File: config.mk
export PLATFORM = sky130hd
export DESIGN_NAME = cbtc_top
export DESIGN_NICKNAME = d
export VERILOG_FILES = /design/src/verilog/cbtc_pkg.sv /design/src/verilog/cbtc_decode.sv /design/src/verilog/cbtc_top.sv
export SDC_FILE = /design/constraint.sdc
export NUM_CORES = 1
export LEC_CHECK = 0
export BUFFER_PORTS_ARGS = -buffer_cell sky130_fd_sc_hd__buf_2
export CELL_PAD_IN_SITES_DETAIL_PLACEMENT = 0
export CELL_PAD_IN_SITES_GLOBAL_PLACEMENT = 1
export CORE_MARGIN = 5
export CORE_UTILIZATION = 29
export DETAILED_ROUTE_END_ITERATION = 10
export GPL_TIMING_DRIVEN = 1
export PLACE_DENSITY = 0.8
export SETUP_SLACK_MARGIN = 0.05
export SLEW_MARGIN = 20
export SYNTH_ARGS = -nofsm -noshare
export SYNTH_HDL_FRONTEND = slang
export SYNTH_SLANG_ARGS = --single-unit
File: constraint.sdc
create_clock -name aclk -period 1.5 [get_ports aclk]
set_clock_uncertainty 0.15 [all_clocks]
set_input_delay 0.3 -clock aclk [delete_from_list [all_inputs] [get_ports aclk]]
set_output_delay 0.3 -clock aclk [all_outputs]
set_load 0.01 [all_outputs]
File: src/verilog/cbtc_pkg.sv
/*
 * Package for the command bus termination control block: register map,
 * field positions, reset values and resistance code decode constants.
 * Assumes an AXI4-Lite register bus with 32-bit data.
 */
package cbtc_pkg;
    // ************************************************************
    // Register map (byte addresses)
    // ************************************************************
    localparam logic [7:0] ADDR_TERM_MODE   = 8'h00;
    localparam logic [7:0] ADDR_TERM_ENABLE = 8'h04;
    localparam logic [7:0] ADDR_STATUS      = 8'h08;
    localparam logic [7:0] ADDR_POWER       = 8'h0C;

    // ************************************************************
    // Fields
    // ************************************************************
    localparam int RES_LSB      = 4;
    localparam int RES_MSB      = 6;
    localparam int CK_EN_BIT    = 3;
    localparam int CS_EN_BIT    = 4;
    localparam int CA_DIS_BIT   = 5;
    localparam int ST_CA_BIT    = 0;
    localparam int ST_CK_BIT    = 1;
    localparam int ST_CS_BIT    = 2;
    localparam int ST_STRAP_BIT = 3;
    localparam int ST_RES_LSB   = 4;
    localparam int ST_VALID_BIT = 8;
    localparam int ST_PD_BIT    = 9;
    localparam int PD_BIT       = 0;
    localparam int SR_BIT       = 1;

    // ************************************************************
    // Codes and reset values
    // ************************************************************
    localparam logic [2:0]  RES_DISABLED  = 3'h0;
    localparam logic [2:0]  RES_RESERVED  = 3'h7;
    localparam logic [31:0] TERM_MODE_RST = 32'h0000_0000;
    localparam logic [31:0] TERM_EN_RST   = 32'h0000_0000;
    localparam logic [1:0]  RESP_OKAY     = 2'h0;
    localparam logic [1:0]  RESP_SLVERR   = 2'h2;

    typedef struct packed {
        logic       ca_on;
        logic       ck_on;
        logic       cs_on;
        logic [2:0] res_code;
        logic [8:0] ohms;
    } cbtc_term_t;
endpackage

File: src/verilog/cbtc_decode.sv
/*
 * Combinational termination state decode from the resistance code,
 * the multirank strap and the enable/disable bits.
 * Assumes all inputs are registered in the caller's clock domain.
 */
`timescale 1ns/10ps
module cbtc_decode (
    // Configuration
    input  wire logic [2:0]        res_code,
    input  wire logic              multirank_term_strap,
    input  wire logic              ca_term_disable_bit,
    input  wire logic              clk_term_enable_bit,
    input  wire logic              chipsel_term_enable_bit,
    // Result
    output cbtc_pkg::cbtc_term_t   term
);
    logic valid;

    always_comb begin
        valid = (res_code != cbtc_pkg::RES_DISABLED) &&    // [RL10]
                (res_code != cbtc_pkg::RES_RESERVED);
        term = '0;
        term.res_code = res_code;                          // [RL1]
        unique case (res_code)                             // [RL7]
            3'h1: term.ohms = 9'h0F0;
            3'h2: term.ohms = 9'h078;
            3'h3: term.ohms = 9'h050;
            3'h4: term.ohms = 9'h03C;
            3'h5: term.ohms = 9'h030;
            3'h6: term.ohms = 9'h028;
            default: term.ohms = 9'h000;
        endcase
        if (!valid) begin                                  // [RL6]
            term.ca_on = 1'b0;
            term.ck_on = 1'b0;
            term.cs_on = 1'b0;
        end else if (!multirank_term_strap) begin          // [RL4]
            term.ca_on = 1'b0;
            term.ck_on = clk_term_enable_bit;
            term.cs_on = chipsel_term_enable_bit;
        end else begin                                     // [RL5]
            term.ca_on = !ca_term_disable_bit;
            term.ck_on = 1'b1;
            term.cs_on = 1'b1;
        end
    end
endmodule

File: src/verilog/cbtc_top.sv
/*
 * Command bus termination control with an AXI4-Lite register slave.
 * Assumes the strap and power-state pins are asynchronous levels.
 */
// Function
// RL1: resistance code from mode register bits 6:4
// RL2: termination disabled after reset
// RL3: termination held during power-down and self refresh
// RL4: strap low: CA off, CK/CS follow enables
// RL5: strap high: all on, CA disable bit
// RL6: disabled code turns all termination off
// RL7: codes 1..6 decode to 240..40 ohms
// RL8: power-down leaves strap-derived state untouched
// RL9: controller trains terminating rank first
// RL10: code 0 disabled, code 7 reserved
`timescale 1ns/10ps
module cbtc_top (
    // Clock and reset
    input  wire logic        aclk,
    input  wire logic        aresetn,
    // AXI4-Lite write
    input  wire logic [7:0]  s_axi_awaddr,
    input  wire logic        s_axi_awvalid,
    output logic             s_axi_awready,
    input  wire logic [31:0] s_axi_wdata,
    input  wire logic [3:0]  s_axi_wstrb,
    input  wire logic        s_axi_wvalid,
    output logic             s_axi_wready,
    output logic [1:0]       s_axi_bresp,
    output logic             s_axi_bvalid,
    input  wire logic        s_axi_bready,
    // AXI4-Lite read
    input  wire logic [7:0]  s_axi_araddr,
    input  wire logic        s_axi_arvalid,
    output logic             s_axi_arready,
    output logic [31:0]      s_axi_rdata,
    output logic [1:0]       s_axi_rresp,
    output logic             s_axi_rvalid,
    input  wire logic        s_axi_rready,
    // Pins
    input  wire logic        multirank_term_strap,
    input  wire logic        power_down,
    input  wire logic        self_refresh,
    // Termination outputs
    output logic             ca_term_on,
    output logic             ck_term_on,
    output logic             cs_term_on,
    output logic [2:0]       term_res_code
);
    // ************************************************************
    // Pin synchronisers
    // ************************************************************
    logic [2:0] pin_meta_reg;
    logic [2:0] pin_sync_reg;
    always_ff @(posedge aclk) begin
        if (!aresetn) begin
            pin_meta_reg <= 3'h0;
            pin_sync_reg <= 3'h0;
        end else begin
            pin_meta_reg <= {self_refresh, power_down, multirank_term_strap};
            pin_sync_reg <= pin_meta_reg;
        end
    end
    logic strap_s;
    logic pd_s;
    logic sr_s;
    assign strap_s = pin_sync_reg[0];
    assign pd_s    = pin_sync_reg[1];
    assign sr_s    = pin_sync_reg[2];

    // ************************************************************
    // Write channel
    // ************************************************************
    logic        aw_held_reg;
    logic        w_held_reg;
    logic [7:0]  awaddr_reg;
    logic [31:0] wdata_reg;
    logic [3:0]  wstrb_reg;
    logic        bvalid_reg;
    logic [1:0]  bresp_reg;
    logic [31:0] term_mode_reg;
    logic [31:0] termination_enable_reg;
    logic        do_write;

    assign s_axi_awready = !aw_held_reg && !bvalid_reg;
    assign s_axi_wready  = !w_held_reg && !bvalid_reg;
    assign do_write      = aw_held_reg && w_held_reg && !bvalid_reg;
    assign s_axi_bvalid  = bvalid_reg;
    assign s_axi_bresp   = bresp_reg;

    always_ff @(posedge aclk) begin
        if (!aresetn) begin
            aw_held_reg <= 1'b0;
            w_held_reg  <= 1'b0;
            awaddr_reg  <= 8'h00;
            wdata_reg   <= 32'h0000_0000;
            wstrb_reg   <= 4'h0;
        end else begin
            if (s_axi_awvalid && s_axi_awready) begin
                aw_held_reg <= 1'b1;
                awaddr_reg  <= s_axi_awaddr;
            end else if (do_write) begin
                aw_held_reg <= 1'b0;
            end
            if (s_axi_wvalid && s_axi_wready) begin
                w_held_reg <= 1'b1;
                wdata_reg  <= s_axi_wdata;
                wstrb_reg  <= s_axi_wstrb;
            end else if (do_write) begin
                w_held_reg <= 1'b0;
            end
        end
    end

    always_ff @(posedge aclk) begin
        if (!aresetn) begin
            bvalid_reg <= 1'b0;
            bresp_reg  <= cbtc_pkg::RESP_OKAY;
        end else if (do_write) begin
            bvalid_reg <= 1'b1;
            bresp_reg  <= (awaddr_reg[7:2] == cbtc_pkg::ADDR_TERM_MODE[7:2] ||
                           awaddr_reg[7:2] == cbtc_pkg::ADDR_TERM_ENABLE[7:2])
                          ? cbtc_pkg::RESP_OKAY : cbtc_pkg::RESP_SLVERR;
        end else if (s_axi_bready) begin
            bvalid_reg <= 1'b0;
        end
    end

    // ************************************************************
    // Mode registers; only byte 0 holds defined bits
    // ************************************************************
    // Power state pins never touch these, so termination holds through them
    always_ff @(posedge aclk) begin
        if (!aresetn) begin
            term_mode_reg          <= cbtc_pkg::TERM_MODE_RST;   // [RL2]
            termination_enable_reg <= cbtc_pkg::TERM_EN_RST;
        end else if (do_write && wstrb_reg[0]) begin
            if (awaddr_reg[7:2] == cbtc_pkg::ADDR_TERM_MODE[7:2])
                term_mode_reg <= {24'h000000, 1'b0, wdata_reg[6:0]};
            if (awaddr_reg[7:2] == cbtc_pkg::ADDR_TERM_ENABLE[7:2])
                termination_enable_reg <= {24'h000000, 2'b00, wdata_reg[5:3], 3'b000};
        end
    end

    // ************************************************************
    // Termination decode
    // ************************************************************
    cbtc_pkg::cbtc_term_t term;
    cbtc_decode u_decode (
        .res_code                (term_mode_reg[cbtc_pkg::RES_MSB:cbtc_pkg::RES_LSB]), // [RL1]
        .multirank_term_strap    (strap_s),                                          // [RL8]
        .ca_term_disable_bit     (termination_enable_reg[cbtc_pkg::CA_DIS_BIT]),
        .clk_term_enable_bit     (termination_enable_reg[cbtc_pkg::CK_EN_BIT]),
        .chipsel_term_enable_bit (termination_enable_reg[cbtc_pkg::CS_EN_BIT]),
        .term                    (term)
    );

    // Outputs ignore power-down and self refresh on purpose
    always_ff @(posedge aclk) begin
        if (!aresetn) begin
            ca_term_on    <= 1'b0;                         // [RL2]
            ck_term_on    <= 1'b0;
            cs_term_on    <= 1'b0;
            term_res_code <= cbtc_pkg::RES_DISABLED;
        end else begin
            ca_term_on    <= term.ca_on;                   // [RL3]
            ck_term_on    <= term.ck_on;
            cs_term_on    <= term.cs_on;
            term_res_code <= term.res_code;
        end
    end

    // ************************************************************
    // Read channel
    // ************************************************************
    logic        rvalid_reg;
    logic [31:0] rdata_reg;
    logic [1:0]  rresp_reg;
    assign s_axi_arready = !rvalid_reg;
    assign s_axi_rvalid  = rvalid_reg;
    assign s_axi_rdata   = rdata_reg;
    assign s_axi_rresp   = rresp_reg;

    always_ff @(posedge aclk) begin
        if (!aresetn) begin
            rvalid_reg <= 1'b0;
            rdata_reg  <= 32'h0000_0000;
            rresp_reg  <= cbtc_pkg::RESP_OKAY;
        end else if (s_axi_arvalid && s_axi_arready) begin
            rvalid_reg <= 1'b1;
            rresp_reg  <= cbtc_pkg::RESP_OKAY;
            unique case (s_axi_araddr[7:2])
                cbtc_pkg::ADDR_TERM_MODE[7:2]:   rdata_reg <= term_mode_reg;
                cbtc_pkg::ADDR_TERM_ENABLE[7:2]: rdata_reg <= termination_enable_reg;
                cbtc_pkg::ADDR_STATUS[7:2]:      rdata_reg <= {22'h0,
                    pd_s | sr_s, term.ohms != 9'h000, 1'b0, term_res_code,
                    strap_s, cs_term_on, ck_term_on, ca_term_on};
                cbtc_pkg::ADDR_POWER[7:2]:       rdata_reg <= {30'h0, sr_s, pd_s};
                default: begin
                    rdata_reg <= 32'h0000_0000;
                    rresp_reg <= cbtc_pkg::RESP_SLVERR;
                end
            endcase
        end else if (s_axi_rready) begin
            rvalid_reg <= 1'b0;
        end
    end
endmodule

=== Yosys cells after proc, flatten, opt, wreduce, memory -nomap -nowiden ===
Cells that the tools add are included.

* Div/mod/pow operators: 0
* Shift operators: 0
* $lt $le $gt $ge: 0
* Multiply operators: 0
* Bitwise gates (word level): 1
* Reduce and logical (&&, ||, !) cells: 28
* Mux-type cells: 12
* Add/subtract/negate cells: 0
* Eq/ne operators: 11

{| class="wikitable"
|+ Operators by type and width
! kind !! count
|-
| $pmux 8 s6 || 1
|-
| $pmux 10 s4 || 1
|-
| $eq 6x1->1 const B || 2
|-
| $eq 6x2->1 const B || 2
|-
| $logic_not 6->1 || 2
|-
| $eq 3x3->1 const B || 3
|-
| $logic_and 1x1->1 || 9
|-
| $reduce_bool 9->1 || 1
|-
| $reduce_bool 2->1 || 4
|-
| $mux 1 || 7
|-
| $eq 3x2->1 const B || 2
|-
| $mux 2 || 3
|-
| $reduce_and 2->1 || 3
|-
| $logic_not 1->1 || 5
|-
| $reduce_or 4->1 || 1
|-
| $eq 3x1->1 const B || 1
|-
| $ne 3x3->1 const B || 1
|-
| $reduce_and 3->1 || 1
|-
| $reduce_bool 3->1 || 1
|-
| $logic_or 1x1->1 || 1
|-
| $or 1x1->1 || 1
|}

* Latch bits: 0
* Memory bits (writable): 0
* Logic and storage cells: 70
* Input bits: 62
* Memories kept: 0
* Flip-flop bits (word level): 78
* Memory bits (read-only): 0
* Output and inout port bits: 47

=== Depth between registers and ports, before layout ===
* Depth in word-level cells: 4
* Mapped depth: 5
* Depth with buffers taken out: 4

=== Modules after synthesis ===
From an unflattened synthesis, not the netlist that was laid out.

* Cells, all modules: 246
* Area, all modules: 2299.7 um^2

{| class="wikitable"
|+ By module, submodules not included
! module !! area an instance (um^2) !! cells an instance !! sequential area each (um^2) !! times used
|-
| cbtc_top || 2152.1 || 224 || 1021.0 || 1
|-
| cbtc_decode || 147.6 || 22 || 0.0 || 1
|}

=== Worst setup path before layout ===
Ideal clock, no wire load.

* Path kind: flip-flop to flip-flop
* Start: register awaddr_reg[4]
* End: register term_mode_reg[6]
* Arrival: 1327 ps
* Setup slack: -92 ps
* Library setup time: 114 ps
* Buffers on the path: 1
* Data required time: 1236 ps
* Stages on the path, launching flop included: 6
* Clock period less this slack: 1592 ps
* Cell sequence: dfxtp_1 or4_4 nand4bb_4 buf_6 nand2_1 o21ai_2

* Longest elaborated chain between the ends: 2

{| class="wikitable"
|+ Ends and longest elaborated chain
! item !! line !! source
|-
| from (decl) || cbtc_top.sv:76 || <nowiki>logic [7:0] awaddr_reg;</nowiki>
|-
| from (signal assigned) || cbtc_top.sv:101 || <nowiki>awaddr_reg <= s_axi_awaddr;</nowiki>
|-
| $logic_not 6->1 || cbtc_top.sv:138 || <nowiki>if (awaddr_reg[7:2] == cbtc_pkg::ADDR_TERM_MODE[7:2])</nowiki>
|-
| $reduce_and 2->1 (no line) || -- ||
|-
| to (signal assigned) || cbtc_top.sv:135 || <nowiki>term_mode_reg <= cbtc_pkg::TERM_MODE_RST;</nowiki>
|-
| to (signal assigned) || cbtc_top.sv:139 || <nowiki>term_mode_reg <= {24'h000000, 1'b0, wdata_reg[6:0]};</nowiki>
|-
| to (decl) || cbtc_top.sv:81 || <nowiki>logic [31:0] term_mode_reg;</nowiki>
|}

No other way between the ends.
A chain may end at the register's enable or synchronous reset.

=== Worst setup path after layout ===
* Start: register awaddr_reg[7]
* End: register termination_enable_reg[4]

* Longest elaborated chain between the ends: 2

{| class="wikitable"
|+ Ends and longest elaborated chain
! item !! line !! source
|-
| $eq 6x1->1 || cbtc_top.sv:140 || <nowiki>if (awaddr_reg[7:2] == cbtc_pkg::ADDR_TERM_ENABLE[7:2])</nowiki>
|-
| $reduce_and 2->1 (no line) || -- ||
|-
| to (signal assigned) || cbtc_top.sv:136 || <nowiki>termination_enable_reg <= cbtc_pkg::TERM_EN_RST;</nowiki>
|-
| to (signal assigned) || cbtc_top.sv:141 || <nowiki>termination_enable_reg <= {24'h000000, 2'b00, wdata_reg[5:3], 3'b000};</nowiki>
|-
| to (decl) || cbtc_top.sv:82 || <nowiki>logic [31:0] termination_enable_reg;</nowiki>
|}

No other way between the ends.

==> impl_metrics.toml <==
[pwr]
seqPwrFrac_pct = 54.9
p_sw_w = 0.0006286
power_density_mw_per_mm2 = 978.2
clock_power_share_pct = 32.6
peakVddDrop_mv = 0.3889
combPwrFrac_pct = 12.6
p_leak_nw = 1.151
swShare_pct = 24.12
p_int_w = 0.001977

[global_routing]
grt_max_degree = 43
grt_pass1_vias = 1540
grt_pass1_wl_um = 7514
overflow = 0
antenna_found_initial = 0
grt_use_total_pct = 9.725

[clock_network]
cts_tree = "yes"
cts-root-buf = "clkbuf_8"
cts_sinks = 51
clkLatencyLatePin_ps = 300
cts_hold_buffers = 0
cts_buffer_depth = 2
clk_pin_slew_ps = 90
cts_inserted_buffers = 5
h-tree-depth = 2

[finish]
multiInputGateArea_sq_mm = 0.001060
final_common_cell = "buf_2"
final_cell_mix = "buf_2 (50), dfxtp_1 (49), nand2_1 (34)"
diodes = 0
drive_above_1_share_pct = 29.69
regArea_sq_mm = 0.001026
final_util_pct = 36.34
area_growth_pct = 21.03
nFillCells = 762
fin_nets = 354
largest_reg_flops = 9

[drt]
antenna_left = 0
first_pass_iters = 3
vias_per_cell = 4.135
routed_wl_um = 4590
num_vias = 1621
drtIter0Drc = 56
post-route-drc-count = 0
routedWlPerCell_um = 11.71

[timing]
fin_ws_ps = -159.3
hold_viol = 0
finalCriticalPeriod_ps = 1659
fin_hold_ws_ps = 58.63
setup_viol = 11
drv_slew = 0
rsz0062_at_grt = "true"
final.period_utilization_pct = 110.6
fmax_mhz = 602.7

[worst_setup_path]
cp-end-kind = "flip-flop"
cp_max_fo = 3
timing.critical_path.from_type = "flip-flop"
path_class = "flip-flop to flip-flop"
arrival_ps = 1740
worstPathRequired_ps = 1580

[floorplanning]
die_area_sq_mm = 0.009431
core_region_area_sq_mm = 0.007331
die_h_um = 97.12
die_w_um = 97.12
num_rows = 31
io-pin-count = 109
start_util_pct = 30.02

[run]
cap_violations = 0

[synthesis]
synthCells = 240
yosys_warnings = 0
yosysSeqAreaShare_pct = 46.39
netlist_area_sq_mm = 0.002201
synth-seq-cells = 51
synth_area_per_cell_sq_um = 9.170
synth_cell_types = 36

[place]
dp_hpwl_um = 3465
port_buffers = 51
gp_congestion = 0.7577

[outcome]
outcome = "finished with violations"
violations = "setup timing"

[worst_hold_path]
hold_path_class = "primary input to flip-flop"
## timing repair
action / CTS / global route
endpoints found under the setup margin: 12 / 16
pin swaps: 3 / 6
gates cloned: 1 / 0
buffers inserted: 1 / 1
gates resized for setup: 5 / 9
## worst max-delay path, cell delays in order, from the launching register on
cell and delay, ps:
dfxtp_2 330, or4_4 570, nor2_4 110, and4_4 260
mux2i_1 180
## power by group through the flow
stage                     Clock (W)  Sequential, W  Combinational, W
after floorplan                   0        0.00145          0.000235
after global placement            0        0.00146          0.000291
after detailed placement          0        0.00146          0.000294
after CTS                  0.000882        0.00143          0.000319
after global routing       0.000933        0.00144          0.000362
final                      0.000848        0.00143          0.000327
## per-layer routing
layer	GRT usage [%]	wire length, um	vias to the layer above
met5	0	0	-
met4	3.564	71	0
met3	3.159	337	8
met2	14.60	2021	52
met1	12.99	2159	708
li1	-	-	853
## metrics by stage
step	std cells	setup WS (ps)	TNS, ps	cell area, sq um	total power, W
2_1_floorplan	264	-89.41	-569.1	2293	0.001690
3_3_place_gp	382	-214.4	-3038	2492	0.001747
3_5_place_dp	382	-222.7	-3307	2492	0.001752
4_1_cts	392	-178.2	-1748	2638	0.002631
5_1_grt	392	-205.3	-2019	2664	0.002733
6_report	392	-159.3	-1439	2664	0.002606
## worst paths after layout
check,start,to,slack (ps),cells past startpoint
setup / recovery,awaddr_reg[7],termination_enable_reg[4],-160,4
hold / removal,power_down,pin_meta_reg[1],60,2
setup reg to reg,awaddr_reg[7],termination_enable_reg[4],-160,4
hold reg to reg,pin_meta_reg[1],pin_sync_reg[1],290,1
## cell usage after synthesis (all sizes together)
master | count | area (sq um)
and2b | 1 | 7.510
nor2 | 14 | 55.06
and4 | 1 | 8.760
nor4 | 2 | 12.51
a32oi | 1 | 8.760
nand3 | 9 | 45.04
and3b | 1 | 10.01
and3 | 1 | 6.260
and2 | 11 | 68.82
mux2i | 14 | 140.1
nor3 | 1 | 5.000
clkbuf | 8 | 30.03
nand2b | 2 | 12.51
dfxtp | 51 | 1021
nand4bb | 1 | 27.53
a21boi | 10 | 75.07
o211ai | 1 | 7.510
o21ai | 14 | 92.58
or4 | 2 | 22.52
mux2 | 2 | 22.52
a22oi | 2 | 15.01
a21oi | 6 | 30.03
buf | 30 | 220.2
nor3b | 1 | 7.510
o211a | 2 | 20.02
nand2 | 35 | 131.4
nor2b | 12 | 75.07
conb | 1 | 3.750
o21a | 1 | 7.510
inv | 3 | 11.26
## cells by family (layout without fill, tap and decap cells)
logic type             count (synthesis)  count (layout)  share of synthesized area [%]
AOI/OAI and AO/OA                     37              37                          11.65
buffers and inverters                 41              69                          11.88
DFF                                   51              51                          46.39
muxes                                 16              16                          7.390
other                                  1              25                         0.1704
and+or+nand+nor                       94              95                          22.51
## area by class of cell
class,instances,area share [%]
Timing Repair Buffer,58,12.87
Clock buffer,8,3.758
Sequential cell,51,38.52
Multi-Input combinational cell,173,39.78
Inverter,3,0.4227
Tap cell,99,4.650
Note: power is estimated with default switching activity, not from simulation.
